===== config.mk =====
export PLATFORM = sky130hd
export DESIGN_NAME = vsf_trip
export DESIGN_NICKNAME = d
export VERILOG_FILES = /design/src/include/vsf_pkg.sv /design/src/hw/vsf_trip.sv
export SDC_FILE = /design/constraint.sdc
export NUM_CORES = 2
export LEC_CHECK = 0
export ABC_AREA = 1
export BUFFER_PORTS_ARGS = -buffer_cell sky130_fd_sc_hd__buf_2
export CORE_MARGIN = 2
export CORE_UTILIZATION = 64
export CTS_CLUSTER_DIAMETER = 120
export DETAILED_ROUTE_END_ITERATION = 10
export PLACE_DENSITY = 0.94
export SYNTH_ARGS = -nofsm -noshare
export SYNTH_HDL_FRONTEND = slang
export SYNTH_SLANG_ARGS = --single-unit

===== constraint.sdc =====
create_clock -name ref_clk -period 8.8 [get_ports ref_clk]
set_clock_uncertainty 0.15 [all_clocks]
set_input_delay 0.44 -clock ref_clk [delete_from_list [all_inputs] [get_ports ref_clk]]
set_output_delay 0.44 -clock ref_clk [all_outputs]
set_load 0.005 [all_outputs]

===== src/include/vsf_pkg.sv =====
// constants, types and register map of the vector surge / frequency trip
package vsf_pkg;

  // ----------------------------------------------------------------
  // timing
  // ----------------------------------------------------------------
  localparam int VSF_CLK_NS = 5;
  localparam int VSF_MS_NS = 1000000;
  localparam int VSF_MS_CYC_DFLT = VSF_MS_NS / VSF_CLK_NS;
  localparam int VSF_TIMEOUT_MS = 30;
  localparam int VSF_TIMEOUT_CYC_DFLT = VSF_TIMEOUT_MS * VSF_MS_CYC_DFLT;
  localparam int VSF_PER_W = 24;
  localparam int VSF_MS_W = 18;
  localparam logic [VSF_PER_W-1:0] VSF_PER_MAX = 24'hFFFFFF;
  localparam logic [15:0] VSF_HYST_DIV = 16'h07D0;  // 1/2000 = 0.05 %

  // ----------------------------------------------------------------
  // register word indices (byte address = index * 4)
  // ----------------------------------------------------------------
  localparam logic [3:0] VSF_R_CTRL = 4'h0;
  localparam logic [3:0] VSF_R_SURGE_THR = 4'h1;
  localparam logic [3:0] VSF_R_UV_THR = 4'h2;
  localparam logic [3:0] VSF_R_FREQ_HI = 4'h3;
  localparam logic [3:0] VSF_R_FREQ_LO = 4'h4;
  localparam logic [3:0] VSF_R_GRAD = 4'h5;
  localparam logic [3:0] VSF_R_DELAY = 4'h6;
  localparam logic [3:0] VSF_R_NOMINAL = 4'h7;
  localparam logic [3:0] VSF_R_STATUS = 4'h8;
  localparam logic [3:0] VSF_R_MASK = 4'h9;
  localparam logic [3:0] VSF_R_LIVE = 4'hA;
  localparam logic [3:0] VSF_R_DEV = 4'hB;

  // control field positions
  localparam int VSF_CTRL_SEL_LSB = 4;
  localparam int VSF_CTRL_BLOCK = 8;

  // status / mask bit positions
  localparam int VSF_ST_W = 5;
  localparam int VSF_EV_SURGE = 0;
  localparam int VSF_EV_FALARM = 1;
  localparam int VSF_EV_FTRIP = 2;
  localparam int VSF_EV_LOCK = 3;
  localparam int VSF_EV_PLOSS = 4;

  // phase count selection
  localparam logic [1:0] VSF_SEL_ALL = 2'h0;
  localparam logic [1:0] VSF_SEL_TWO = 2'h1;

  typedef enum logic [2:0] {
    VSF_M_OVER, VSF_M_UNDER, VSF_M_GRAD,
    VSF_M_UNDER_GRAD, VSF_M_OVER_GRAD, VSF_M_SURGE
  } vsf_mode_t;

  // three line voltage samples from the front end
  typedef struct packed {
    logic signed [15:0] line_voltage_c_a;
    logic signed [15:0] line_voltage_b_c;
    logic signed [15:0] line_voltage_a_b;
  } vsf_volt_t;

  typedef struct packed {
    logic [3:0] addr;
    logic wr_pend;
    logic rd_pend;
    logic hready;
    logic hresp;
    logic [31:0] hrdata;
    vsf_mode_t mode;
    logic [1:0] phase_sel;
    logic soft_block;
    logic [VSF_PER_W-1:0] surge_thr;
    logic [15:0] uv_thr;
    logic [15:0] f_hi;
    logic [15:0] f_lo;
    logic signed [15:0] grad_set;
    logic [15:0] delay_ms;
    logic [15:0] nominal;
    logic [VSF_ST_W-1:0] status;
    logic [VSF_ST_W-1:0] mask;
    logic [2:0] prev_neg;
    logic [2:0][VSF_PER_W-1:0] per_cnt;
    logic [2:0][VSF_PER_W-1:0] ref_per;
    logic [2:0] ref_ok;
    logic [2:0][15:0] peak;
    logic [2:0] live;
    logic [2:0][VSF_PER_W-1:0] hold;
    logic [VSF_PER_W-1:0] last_dev;
    logic lockout;
    logic ploss;
    logic pickup;
    logic [VSF_MS_W-1:0] ms_cnt;
    logic [15:0] elapsed;
    logic freq_trip;
    logic surge_latch;
    logic alarm;
    logic trip;
    logic irq;
  } vsf_state_t;

endpackage


===== src/hw/vsf_trip.sv =====
// vector surge and frequency trip element with ahb-lite register slave
//
// The register offsets and the AHB-Lite register port were decided locally.
`timescale 1ns/1ps

// Functional notes
// - Time every voltage cycle, restarting the count at each zero crossing.
// - Deviation of cycle time from reference period is the surge angle.
// - Surge above threshold trips at once, without any delay.
// - Loss of one or more phases inhibits surge tripping.
// - All three line voltages below lockout threshold block frequency and surge.
// - Low-voltage lockout acts no later than the surge result.
// - In surge mode compare against surge threshold, not frequency thresholds.
// - Select all, two or one phase; alarm and trip assert together unblocked.
// - Mains failure by vector surge trips within 60 ms.
// - Slow frequency drift must not trip; only abrupt deviations count.
// - Overfrequency releases only below 99.95 % of trip or 0.05 % nominal.
// - Underfrequency releases only above 100.05 % of trip or 0.05 % nominal.
// - Gradient stage trips once the configured delay has elapsed.
// - Under plus negative gradient mode trips after delay when both hold.
// - Over plus gradient mode trips after delay when both hold.
// - Gradient pickup alarms at once; trip only if still true at expiry.
module vsf_trip
  import vsf_pkg::*;
#(
  parameter int MS_CYCLES = VSF_MS_CYC_DFLT,
  parameter int PERIOD_TIMEOUT_CYC = VSF_TIMEOUT_CYC_DFLT
) (
  input wire logic ref_clk,
  input wire logic rst_n,
  input wire logic hsel,
  input wire logic [31:0] haddr,
  input wire logic [1:0] htrans,
  input wire logic hwrite,
  input wire logic [2:0] hsize,
  input wire logic [31:0] hwdata,
  input wire logic hready,
  output logic hreadyout,
  output logic hresp,
  output logic [31:0] hrdata,
  input wire logic smp_valid,
  input wire vsf_volt_t volt,
  input wire logic [15:0] freq_meas,
  input wire logic signed [15:0] grad_meas,
  input wire logic block_in,
  output logic alarm,
  output logic trip,
  output logic surge_trip,
  output logic irq
);

  vsf_state_t st;
  vsf_state_t n;
  logic signed [2:0][15:0] v;
  logic [2:0] zc;
  logic [2:0][15:0] mag;
  logic [2:0][VSF_PER_W-1:0] dev;
  logic surge_go;
  logic [15:0] hyst_hi;
  logic [15:0] hyst_lo;
  logic over_hold;
  logic under_hold;

  assign v = {volt.line_voltage_c_a, volt.line_voltage_b_c,
              volt.line_voltage_a_b};

  // ----------------------------------------------------------------
  // per phase crossing, magnitude and deviation
  // ----------------------------------------------------------------
  // a crossing is a negative to non-negative sample step
  for (genvar i = 0; i < 3; i++) begin : g_phase
    assign zc[i] = smp_valid & st.prev_neg[i] & ~v[i][15];
    assign mag[i] = v[i][15] ? 16'(-v[i]) : 16'(v[i]);
    // cycle deviation from the previous period is the surge angle
    assign dev[i] = (st.per_cnt[i] > st.ref_per[i]) ?
                    st.per_cnt[i] - st.ref_per[i] :
                    st.ref_per[i] - st.per_cnt[i];
  end

  // hysteresis is the larger of 0.05 % of setting and of nominal
  always_comb begin
    hyst_hi = (st.f_hi > st.nominal) ? st.f_hi / VSF_HYST_DIV :
              st.nominal / VSF_HYST_DIV;
    hyst_lo = (st.f_lo > st.nominal) ? st.f_lo / VSF_HYST_DIV :
              st.nominal / VSF_HYST_DIV;
  end

  // held pickup only drops once frequency leaves the hysteresis band
  assign over_hold = ({1'b0, freq_meas} + {1'b0, hyst_hi}) >=
                     {1'b0, st.f_hi};
  assign under_hold = {1'b0, freq_meas} <=
                      ({1'b0, st.f_lo} + {1'b0, hyst_lo});

  // ----------------------------------------------------------------
  // next state
  // ----------------------------------------------------------------
  always_comb begin
    logic [VSF_ST_W-1:0] clr;
    logic [VSF_ST_W-1:0] ev;
    logic [2:0] hit;
    logic [1:0] cnt;
    logic [1:0] need;
    logic live_i;
    logic blocked;
    logic over_c;
    logic under_c;
    logic grad_c;
    logic cond;
    clr = '0;
    ev = '0;
    hit = '0;
    cnt = '0;
    need = '0;
    live_i = 1'b0;
    blocked = 1'b0;
    over_c = 1'b0;
    under_c = 1'b0;
    grad_c = 1'b0;
    cond = 1'b0;
    surge_go = 1'b0;
    n = st;

    // bus: writes take no wait, reads one wait state
    n.wr_pend = 1'b0;
    n.rd_pend = 1'b0;
    n.hready = 1'b1;
    n.hresp = 1'b0;
    if (hsel && htrans[1] && hready) begin
      n.addr = haddr[5:2];
      n.wr_pend = hwrite;
      n.rd_pend = ~hwrite;
      n.hready = hwrite;
    end
    if (st.wr_pend) begin
      unique case (st.addr)
        VSF_R_CTRL: begin
          n.mode = vsf_mode_t'(hwdata[2:0]);
          n.phase_sel = hwdata[VSF_CTRL_SEL_LSB +: 2];
          n.soft_block = hwdata[VSF_CTRL_BLOCK];
        end
        VSF_R_SURGE_THR: n.surge_thr = hwdata[VSF_PER_W-1:0];
        VSF_R_UV_THR: n.uv_thr = hwdata[15:0];
        VSF_R_FREQ_HI: n.f_hi = hwdata[15:0];
        VSF_R_FREQ_LO: n.f_lo = hwdata[15:0];
        VSF_R_GRAD: n.grad_set = hwdata[15:0];
        VSF_R_DELAY: n.delay_ms = hwdata[15:0];
        VSF_R_NOMINAL: n.nominal = hwdata[15:0];
        VSF_R_STATUS: clr = hwdata[VSF_ST_W-1:0];
        VSF_R_MASK: n.mask = hwdata[VSF_ST_W-1:0];
        default: ;
      endcase
    end
    // read data is taken after the preceding write has landed
    if (st.rd_pend) begin
      case (st.addr)
        VSF_R_CTRL: n.hrdata = {23'h0, st.soft_block, 2'h0, st.phase_sel,
                                1'b0, st.mode};
        VSF_R_SURGE_THR: n.hrdata = {8'h0, st.surge_thr};
        VSF_R_UV_THR: n.hrdata = {16'h0, st.uv_thr};
        VSF_R_FREQ_HI: n.hrdata = {16'h0, st.f_hi};
        VSF_R_FREQ_LO: n.hrdata = {16'h0, st.f_lo};
        VSF_R_GRAD: n.hrdata = {16'h0, st.grad_set};
        VSF_R_DELAY: n.hrdata = {16'h0, st.delay_ms};
        VSF_R_NOMINAL: n.hrdata = {16'h0, st.nominal};
        VSF_R_STATUS: n.hrdata = {27'h0, st.status};
        VSF_R_MASK: n.hrdata = {27'h0, st.mask};
        VSF_R_LIVE: n.hrdata = {21'h0, st.live, st.ref_ok, st.pickup,
                                st.freq_trip, st.surge_latch, st.lockout,
                                st.ploss};
        VSF_R_DEV: n.hrdata = {8'h0, st.last_dev};
        default: n.hrdata = 32'h0;
      endcase
    end

    // per phase cycle timing, magnitude and surge hit
    for (int i = 0; i < 3; i++) begin
      if (smp_valid) begin
        n.prev_neg[i] = v[i][15];
        if (mag[i] > st.peak[i]) begin
          n.peak[i] = mag[i];
        end
      end
      if (st.per_cnt[i] != VSF_PER_MAX) begin
        n.per_cnt[i] = st.per_cnt[i] + 24'h1;
      end
      if (zc[i]) begin
        // the lockout decision uses the same cycle as the surge result
        live_i = st.peak[i] >= st.uv_thr;
        n.live[i] = live_i;
        n.ref_ok[i] = live_i & st.live[i];
        n.ref_per[i] = st.per_cnt[i];
        n.per_cnt[i] = '0;
        n.peak[i] = '0;
        hit[i] = st.ref_ok[i] & live_i & (dev[i] > st.surge_thr);
        if (hit[i]) begin
          n.last_dev = dev[i];
        end
      end else if (st.per_cnt[i] >= VSF_PER_W'(PERIOD_TIMEOUT_CYC)) begin
        // no crossing at all: the phase is gone
        n.live[i] = 1'b0;
        n.ref_ok[i] = 1'b0;
      end
      // a hit stays counted for one period so phases can coincide
      if (hit[i]) begin
        n.hold[i] = st.per_cnt[i];
      end else if (!n.live[i]) begin
        n.hold[i] = '0;
      end else if (st.hold[i] != '0) begin
        n.hold[i] = st.hold[i] - 24'h1;
      end
      cnt = cnt + {1'b0, n.hold[i] != '0};
    end

    n.lockout = ~|n.live;
    n.ploss = |n.live & ~&n.live;
    blocked = n.lockout | st.soft_block | block_in;

    // surge trip: instant, gated by lockout, phase loss and blocking
    need = (st.phase_sel == VSF_SEL_ALL) ? 2'h3 :
           (st.phase_sel == VSF_SEL_TWO) ? 2'h2 : 2'h1;
    surge_go = (st.mode == VSF_M_SURGE) && (cnt >= need) && !blocked &&
               !n.ploss;
    n.surge_latch = surge_go | (st.surge_latch & ~clr[VSF_EV_SURGE]);

    // frequency stage conditions
    over_c = st.pickup ? over_hold : (freq_meas >= st.f_hi);
    under_c = st.pickup ? under_hold : (freq_meas <= st.f_lo);
    grad_c = st.grad_set[15] ? (grad_meas <= st.grad_set) :
             (grad_meas >= st.grad_set);
    case (st.mode)
      VSF_M_OVER: cond = over_c;
      VSF_M_UNDER: cond = under_c;
      VSF_M_GRAD: cond = grad_c;
      VSF_M_UNDER_GRAD: cond = under_c & (grad_meas <= st.grad_set);
      VSF_M_OVER_GRAD: cond = over_c & (grad_meas >= st.grad_set);
      default: cond = 1'b0;
    endcase
    n.pickup = cond & ~blocked;

    // delay timer runs while picked up; dropping restarts it
    if (!n.pickup) begin
      n.ms_cnt = '0;
      n.elapsed = '0;
      n.freq_trip = 1'b0;
    end else begin
      if (st.ms_cnt >= VSF_MS_W'(MS_CYCLES - 1)) begin
        n.ms_cnt = '0;
        if (st.elapsed != 16'hFFFF) begin
          n.elapsed = st.elapsed + 16'h1;
        end
      end else begin
        n.ms_cnt = st.ms_cnt + 18'h1;
      end
      n.freq_trip = st.elapsed >= st.delay_ms;
    end

    // sticky events, set wins over the write-one clear
    ev[VSF_EV_SURGE] = surge_go;
    ev[VSF_EV_FALARM] = n.pickup & ~st.pickup;
    ev[VSF_EV_FTRIP] = n.freq_trip & ~st.freq_trip;
    ev[VSF_EV_LOCK] = n.lockout & ~st.lockout;
    ev[VSF_EV_PLOSS] = n.ploss & ~st.ploss;
    n.status = (st.status & ~clr) | ev;
    n.irq = |(n.status & n.mask);

    n.alarm = n.pickup | n.surge_latch;
    n.trip = n.freq_trip | n.surge_latch;
  end

  // ----------------------------------------------------------------
  // state register
  // ----------------------------------------------------------------
  // lockout starts set since no phase has been seen live yet
  always_ff @(posedge ref_clk or negedge rst_n) begin
    if (!rst_n) begin
      st <= '0;
      st.hready <= 1'b1;
      st.lockout <= 1'b1;
    end else begin
      st <= n;
    end
  end

  assign hreadyout = st.hready;
  assign hresp = st.hresp;
  assign hrdata = st.hrdata;
  assign alarm = st.alarm;
  assign trip = st.trip;
  assign surge_trip = st.surge_latch;
  assign irq = st.irq;

  // ----------------------------------------------------------------
  // checks
  // ----------------------------------------------------------------
  surge_instant_a: assert property (
    @(posedge ref_clk) disable iff (!rst_n)
    surge_go |=> st.surge_latch && st.alarm && st.trip)
    else $error("surge did not trip alarm and trip next cycle");

  surge_gate_a: assert property (
    @(posedge ref_clk) disable iff (!rst_n)
    $rose(st.surge_latch) |-> (&st.live) && !st.ploss && !st.lockout)
    else $error("surge trip raised with a phase low");

  lock_block_a: assert property (
    @(posedge ref_clk) disable iff (!rst_n)
    st.lockout |-> !st.pickup && !$rose(st.surge_latch))
    else $error("stage active during low voltage lockout");

  period_restart_a: assert property (
    @(posedge ref_clk) disable iff (!rst_n)
    zc[0] |=> st.per_cnt[0] == '0 ##1 st.per_cnt[0] == 24'h1 || zc[0])
    else $error("cycle count not restarted at crossing");

  ref_follow_a: assert property (
    @(posedge ref_clk) disable iff (!rst_n)
    zc[1] |=> st.ref_per[1] == $past(st.per_cnt[1]))
    else $error("reference period does not follow last cycle");

  delay_trip_a: assert property (
    @(posedge ref_clk) disable iff (!rst_n)
    $rose(st.freq_trip) |-> st.pickup && $past(st.elapsed) >= st.delay_ms)
    else $error("frequency trip before delay expired");

  trip_drop_a: assert property (
    @(posedge ref_clk) disable iff (!rst_n)
    !st.pickup |-> !st.freq_trip && st.elapsed == '0)
    else $error("frequency trip held without pickup");

  over_hyst_a: assert property (
    @(posedge ref_clk) disable iff (!rst_n)
    st.pickup && st.mode == VSF_M_OVER && over_hold && !block_in &&
    !st.soft_block && !$rose(st.lockout) ##1 !st.lockout |-> st.pickup)
    else $error("overfrequency released inside hysteresis");

  // a write never waits, a read waits exactly one cycle
  write_nowait_a: assert property (
    @(posedge ref_clk) disable iff (!rst_n)
    hsel && htrans[1] && hready && hwrite |=> st.hready)
    else $error("write data phase inserted a wait state");

  read_wait_a: assert property (
    @(posedge ref_clk) disable iff (!rst_n)
    hsel && htrans[1] && hready && !hwrite |=> !st.hready ##1 st.hready)
    else $error("read data phase not one wait state");

  ploss_gate_a: assert property (
    @(posedge ref_clk) disable iff (!rst_n)
    st.ploss |-> !st.lockout && !$rose(st.surge_latch))
    else $error("surge trip raised during phase loss");

  surge_mode_a: assert property (
    @(posedge ref_clk) disable iff (!rst_n)
    $rose(st.surge_latch) |-> $past(st.mode) == VSF_M_SURGE)
    else $error("surge trip raised outside surge mode");

  block_pin_a: assert property (
    @(posedge ref_clk) disable iff (!rst_n)
    block_in |=> !st.pickup && !$rose(st.surge_latch))
    else $error("stage active under blocking command");

  alarm_instant_a: assert property (
    @(posedge ref_clk) disable iff (!rst_n)
    $rose(st.pickup) |-> st.alarm)
    else $error("pickup did not raise the alarm at once");

  irq_level_a: assert property (
    @(posedge ref_clk) disable iff (!rst_n)
    ##1 st.irq == |(st.status & st.mask))
    else $error("interrupt does not follow masked status");

endmodule


==> metrics.md <==
| Metric | Value |
|---|---|
| Status | finished clean |
| Area fraction of the dominant cell type after synthesis | 0.299 |
| Max Cap Viol | 0 |
| Clock sinks | 506 |
| Seq/Total Area, Yosys | 0.300 |
| Syn_area_per_cell | about 7.3 um2 |
| Slew of the pin with the lowest slew margin | 1.07 ns |
| Main combinational cell family by area after synthesis | simple AND/OR/NAND/NOR gates |
| Wirelength, routed | 134 mm |
| Nets | ~6500 |
| Post-DRT Antenna Nets | 0 |
| Crit Path Max Fanout | 8 |
| Rows | 94 |
| Distinct cells, synth | between 70 and 80 |
| Xor/xnor share of the synthesized area | 0.0449 |
| CTS root buffer | clkbuf_16 |
| Clk Latency, worst-skew pair | 0.65 ns |
| Clk pwr share | 0.140 |
| Synth warnings | 0 |
| # DRC | 0 |
| Period utilization | 0.951 |
| Fmax | approximately 120 MHz |
| CP Capture Type | flop |
| Mapped Area | between 40000 and 50000 um2 |
| Register area | between 10000 and 15000 um2 |
| Chip Width | between 200 and 300 um |
| Chip height | around 260 um |
| Largest net degree at the start of global routing | between 100 and 150 |
| Buf/Inv on CP | 8 |
| Area Overhead vs Synth | 9.28% |
| Startpoint types | flop |
| Family with the most delay on the worst path | simple AND/OR/NAND/NOR gates |
| Max_slew headroom | 0.274 |
| Hold_ws | between 0.009 and 0.01 ns |
| CTS tree | built |
| Cell Int Power | 8.38 mW |
| First-pass GRT wire length | 210 mm |
| Switching share of total power | 0.520 |
| Critical path class | reg2reg |
| Area leader, netlist | dfrtp_1 |
| Synth Area in Simple Gates | 0.215 |
| Syn Inst Count | 5760 |
| Per-cell routed wire length | roughly 20 um |
| Initial antenna violation count | 5 |
| Count of state elements after synthesis | 506 |
| Mux contribution to synthesized area | 0.00662 |
| CP arrival | between 8 and 9 ns |
| Cell Pwr Density | around 380 nW/um2 |
| DR vias/cell | slightly above 6 |
| EDFF count, synth | 0 |
| Ranking of synthesized cells by area | dfrtp_1, ha_1, nand2_1, inv_1, o21ai_0 |
| Crit path time final | about 8.4 ns |
| H-Tree Depth | 2 |
| Final max-slew violation count | 0 |
| GPL Wtd Cong | just over 1 |
| Max VDD drop | 0.000261 V |
| Vias in the first global route | roughly 40000 |
| Post-synthesis compound-gate area fraction | 0.188 |
| Fin Setup TNS | 0 ns |
| HP Class | in2reg |
| Port bufs | ~140 |
| Top FF cell, synth | dfrtp_1 |
| Initial Utilization | 0.644 |
| Reg clk slew, reported paths | ~0.070 ns |
| Adder-cell share of the synthesized area | 0.143 |
| Total core area | about 66000 um2 |
| Inserted Clock Buffers | between 50 and 60 |
| IO Count | 194 |
| Share of cells above drive strength 1 | 0.0883 |
| Asr flop ratio synth | 1.00 |
| Vias post-DR | around 42000 |
| Slowest CP cell | dfrtp_2 |
| R2R setup slack | around 0.43 ns |
| Total track usage | 0.386 |
| Grt ovf | 0 |
| Final Hold Vio Count | 0 |
| Drt first-iter violations | 4915 |
| Power share of the sequential group | 0.172 |
| Die footprint | ~68000 um2 |
| Crit path top cell by count | nand2_2 |
| Net switching power | 9.06 mW |
| Clk buf depth | 3 |
| Setup violators final | 0 |
| Placed wire-length estimate | 101 mm |
| P_leak | around 24 nW |
| Fillers | a little over 5000 |
| Footprint of the multi-input gates | between 20000 and 30000 um2 |
| Combinational fraction of design power | 0.688 |
| First-pass iteration count of the detailed router | 9 |
| Crit path required time | between 9 and 10 ns |
| Slowest stage delay, CP | about 0.45 ns |
Yosys cell counts (16+ instances only):
library cell and number:
ha_1 468, a221oi_1 25, inv_2 20, nor2_1 429, clkbuf_1 118, o21ai_0 600
nand4_1 75, nand3_1 257, o22ai_1 83, nor4_1 45, xor2_1 168, a211oi_1 30
o31ai_1 25, inv_1 903, o221ai_1 26, o211ai_1 28, nand2_2 50, nor3b_1 16
a31oi_1 29, nand2_1 965, nor3_1 119, xnor2_1 48, dfrtp_1 504, a21oi_1 408
o21a_1 30, buf_4 33
power by group through the flow:
stage / Combinational, mW / Sequential [mW] / Clock (mW)
after detailed placement: 11.2 / 3.01 / 0
after global routing: 13.4 / 3.02 / 2.52
after floorplan: 8.47 / 2.88 / 0
after global placement: 10.8 / 3.00 / 0
after CTS: 11.3 / 2.98 / 2.44
final: 12.0 / 3.00 / 2.44
state kept, by name (all words and copies together), names as in the netlist:
| name | count |
|---|---|
| hrdata | 24 |
| surge_trip | 1 |
| trip | 1 |
| hreadyout | 1 |
| irq | 1 |
| alarm | 1 |
| st | 477 |
layout by cell type (no fill, tap or decap), types with 24 or more instances in the layout:
cell	n
nand2_2	56
o21a_1	30
a31oi_1	29
xnor2_1	46
clkbuf_16	54
nand4_1	75
o31ai_1	24
a211oi_1	30
a21oi_1	405
ha_1	467
o211ai_1	28
xor2_1	165
o221ai_1	25
nor4_1	41
inv_1	896
nor3_1	117
nand3_1	254
dfrtp_1	498
nand2_1	957
buf_2	143
buf_4	57
a221oi_1	24
o21ai_0	588
nor2_1	423
o22ai_1	83
final cells by class:
class                           count  share of cell area
Tap cell                          864              0.0235
Clock inverter                     26             0.00752
Antenna cell                        2            0.000109
Sequential cell                   506               0.275
Multi-Input combinational cell   4153               0.552
Clock buffer                       73              0.0333
Inverter                          940              0.0771
Timing Repair Buffer              226              0.0315
worst reg2reg max path, delay by kind of cell (launching register included):
| family | cells | cell delay, ns |
|---|---|---|
| simple gates | 33 | 4.18 |
| compound gates | 7 | 1.49 |
| fa+ha+maj | 3 | 0.88 |
| buf+inv | 8 | 0.83 |
| flops | 1 | 0.45 |
| xor+xnor | 2 | 0.31 |
metal layers:
| metal | GRT usage | part of all wire | vias up |
|---|---|---|---|
| met1 | 0.483 | 0.38 | 19700 |
| met4 | 0.238 | 0.070 | 2 |
| met5 | 0.00285 | 0.000075 | - |
| li1 | - | - | 19600 |
| met3 | 0.0722 | 0.10 | 559 |
| met2 | 0.616 | 0.45 | 2430 |
timing repair:
action,4_1_cts,5_1_grt
endpoints found under the setup margin,0,40
hold buffers,17,0
resized for setup,0,74
buffers inserted,0,19
hold endpoints to repair,113,0
logic make-up after synthesis:
family                     count (synthesis)
and+or+nand+nor                         2031
AOI/OAI and AO/OA                       1394
buffers and inverters                   1109
DFF                                      506
adders and majority gates                477
xor gates and xnor gates                 216
muxes                                     26
other                                      1
path summary, 6_finish.rpt:
check / start / end / cells after the start
max: st[359]$_DFFE_PN0P_ / irq$_DFF_PN0_ / 53
min: volt[46] / st[188]$_DFFE_PN0P_ / 4
max reg2reg: st[359]$_DFFE_PN0P_ / irq$_DFF_PN0_ / 53
min reg2reg: st[377]$_DFFE_PN0P_ / st[377]$_DFFE_PN0P_ / 2
max in group asynchronous: rst_n / st[212]$_DFFE_PN0P_ / 3
min in group asynchronous: rst_n / st[513]$_DFFE_PN0P_ / 2
metrics by stage:
stage / utilization / power [mW] / area (um2) / cells / setup slack, ns
2_1_floorplan: - / 11.4 / 42200 / 5768 / 1.35
3_3_place_gp: 0.666 / 13.8 / 43700 / 6653 / 0.408
3_5_place_dp: 0.666 / 14.2 / 43700 / 6653 / 0.247
4_1_cts: 0.698 / 16.7 / 45700 / 6769 / 0.201
5_1_grt: 0.704 / 18.9 / 46100 / 6788 / -0.173
6_report: 0.704 / 17.4 / 46100 / 6790 / 0.431
Power figures use the tool's default switching activity.
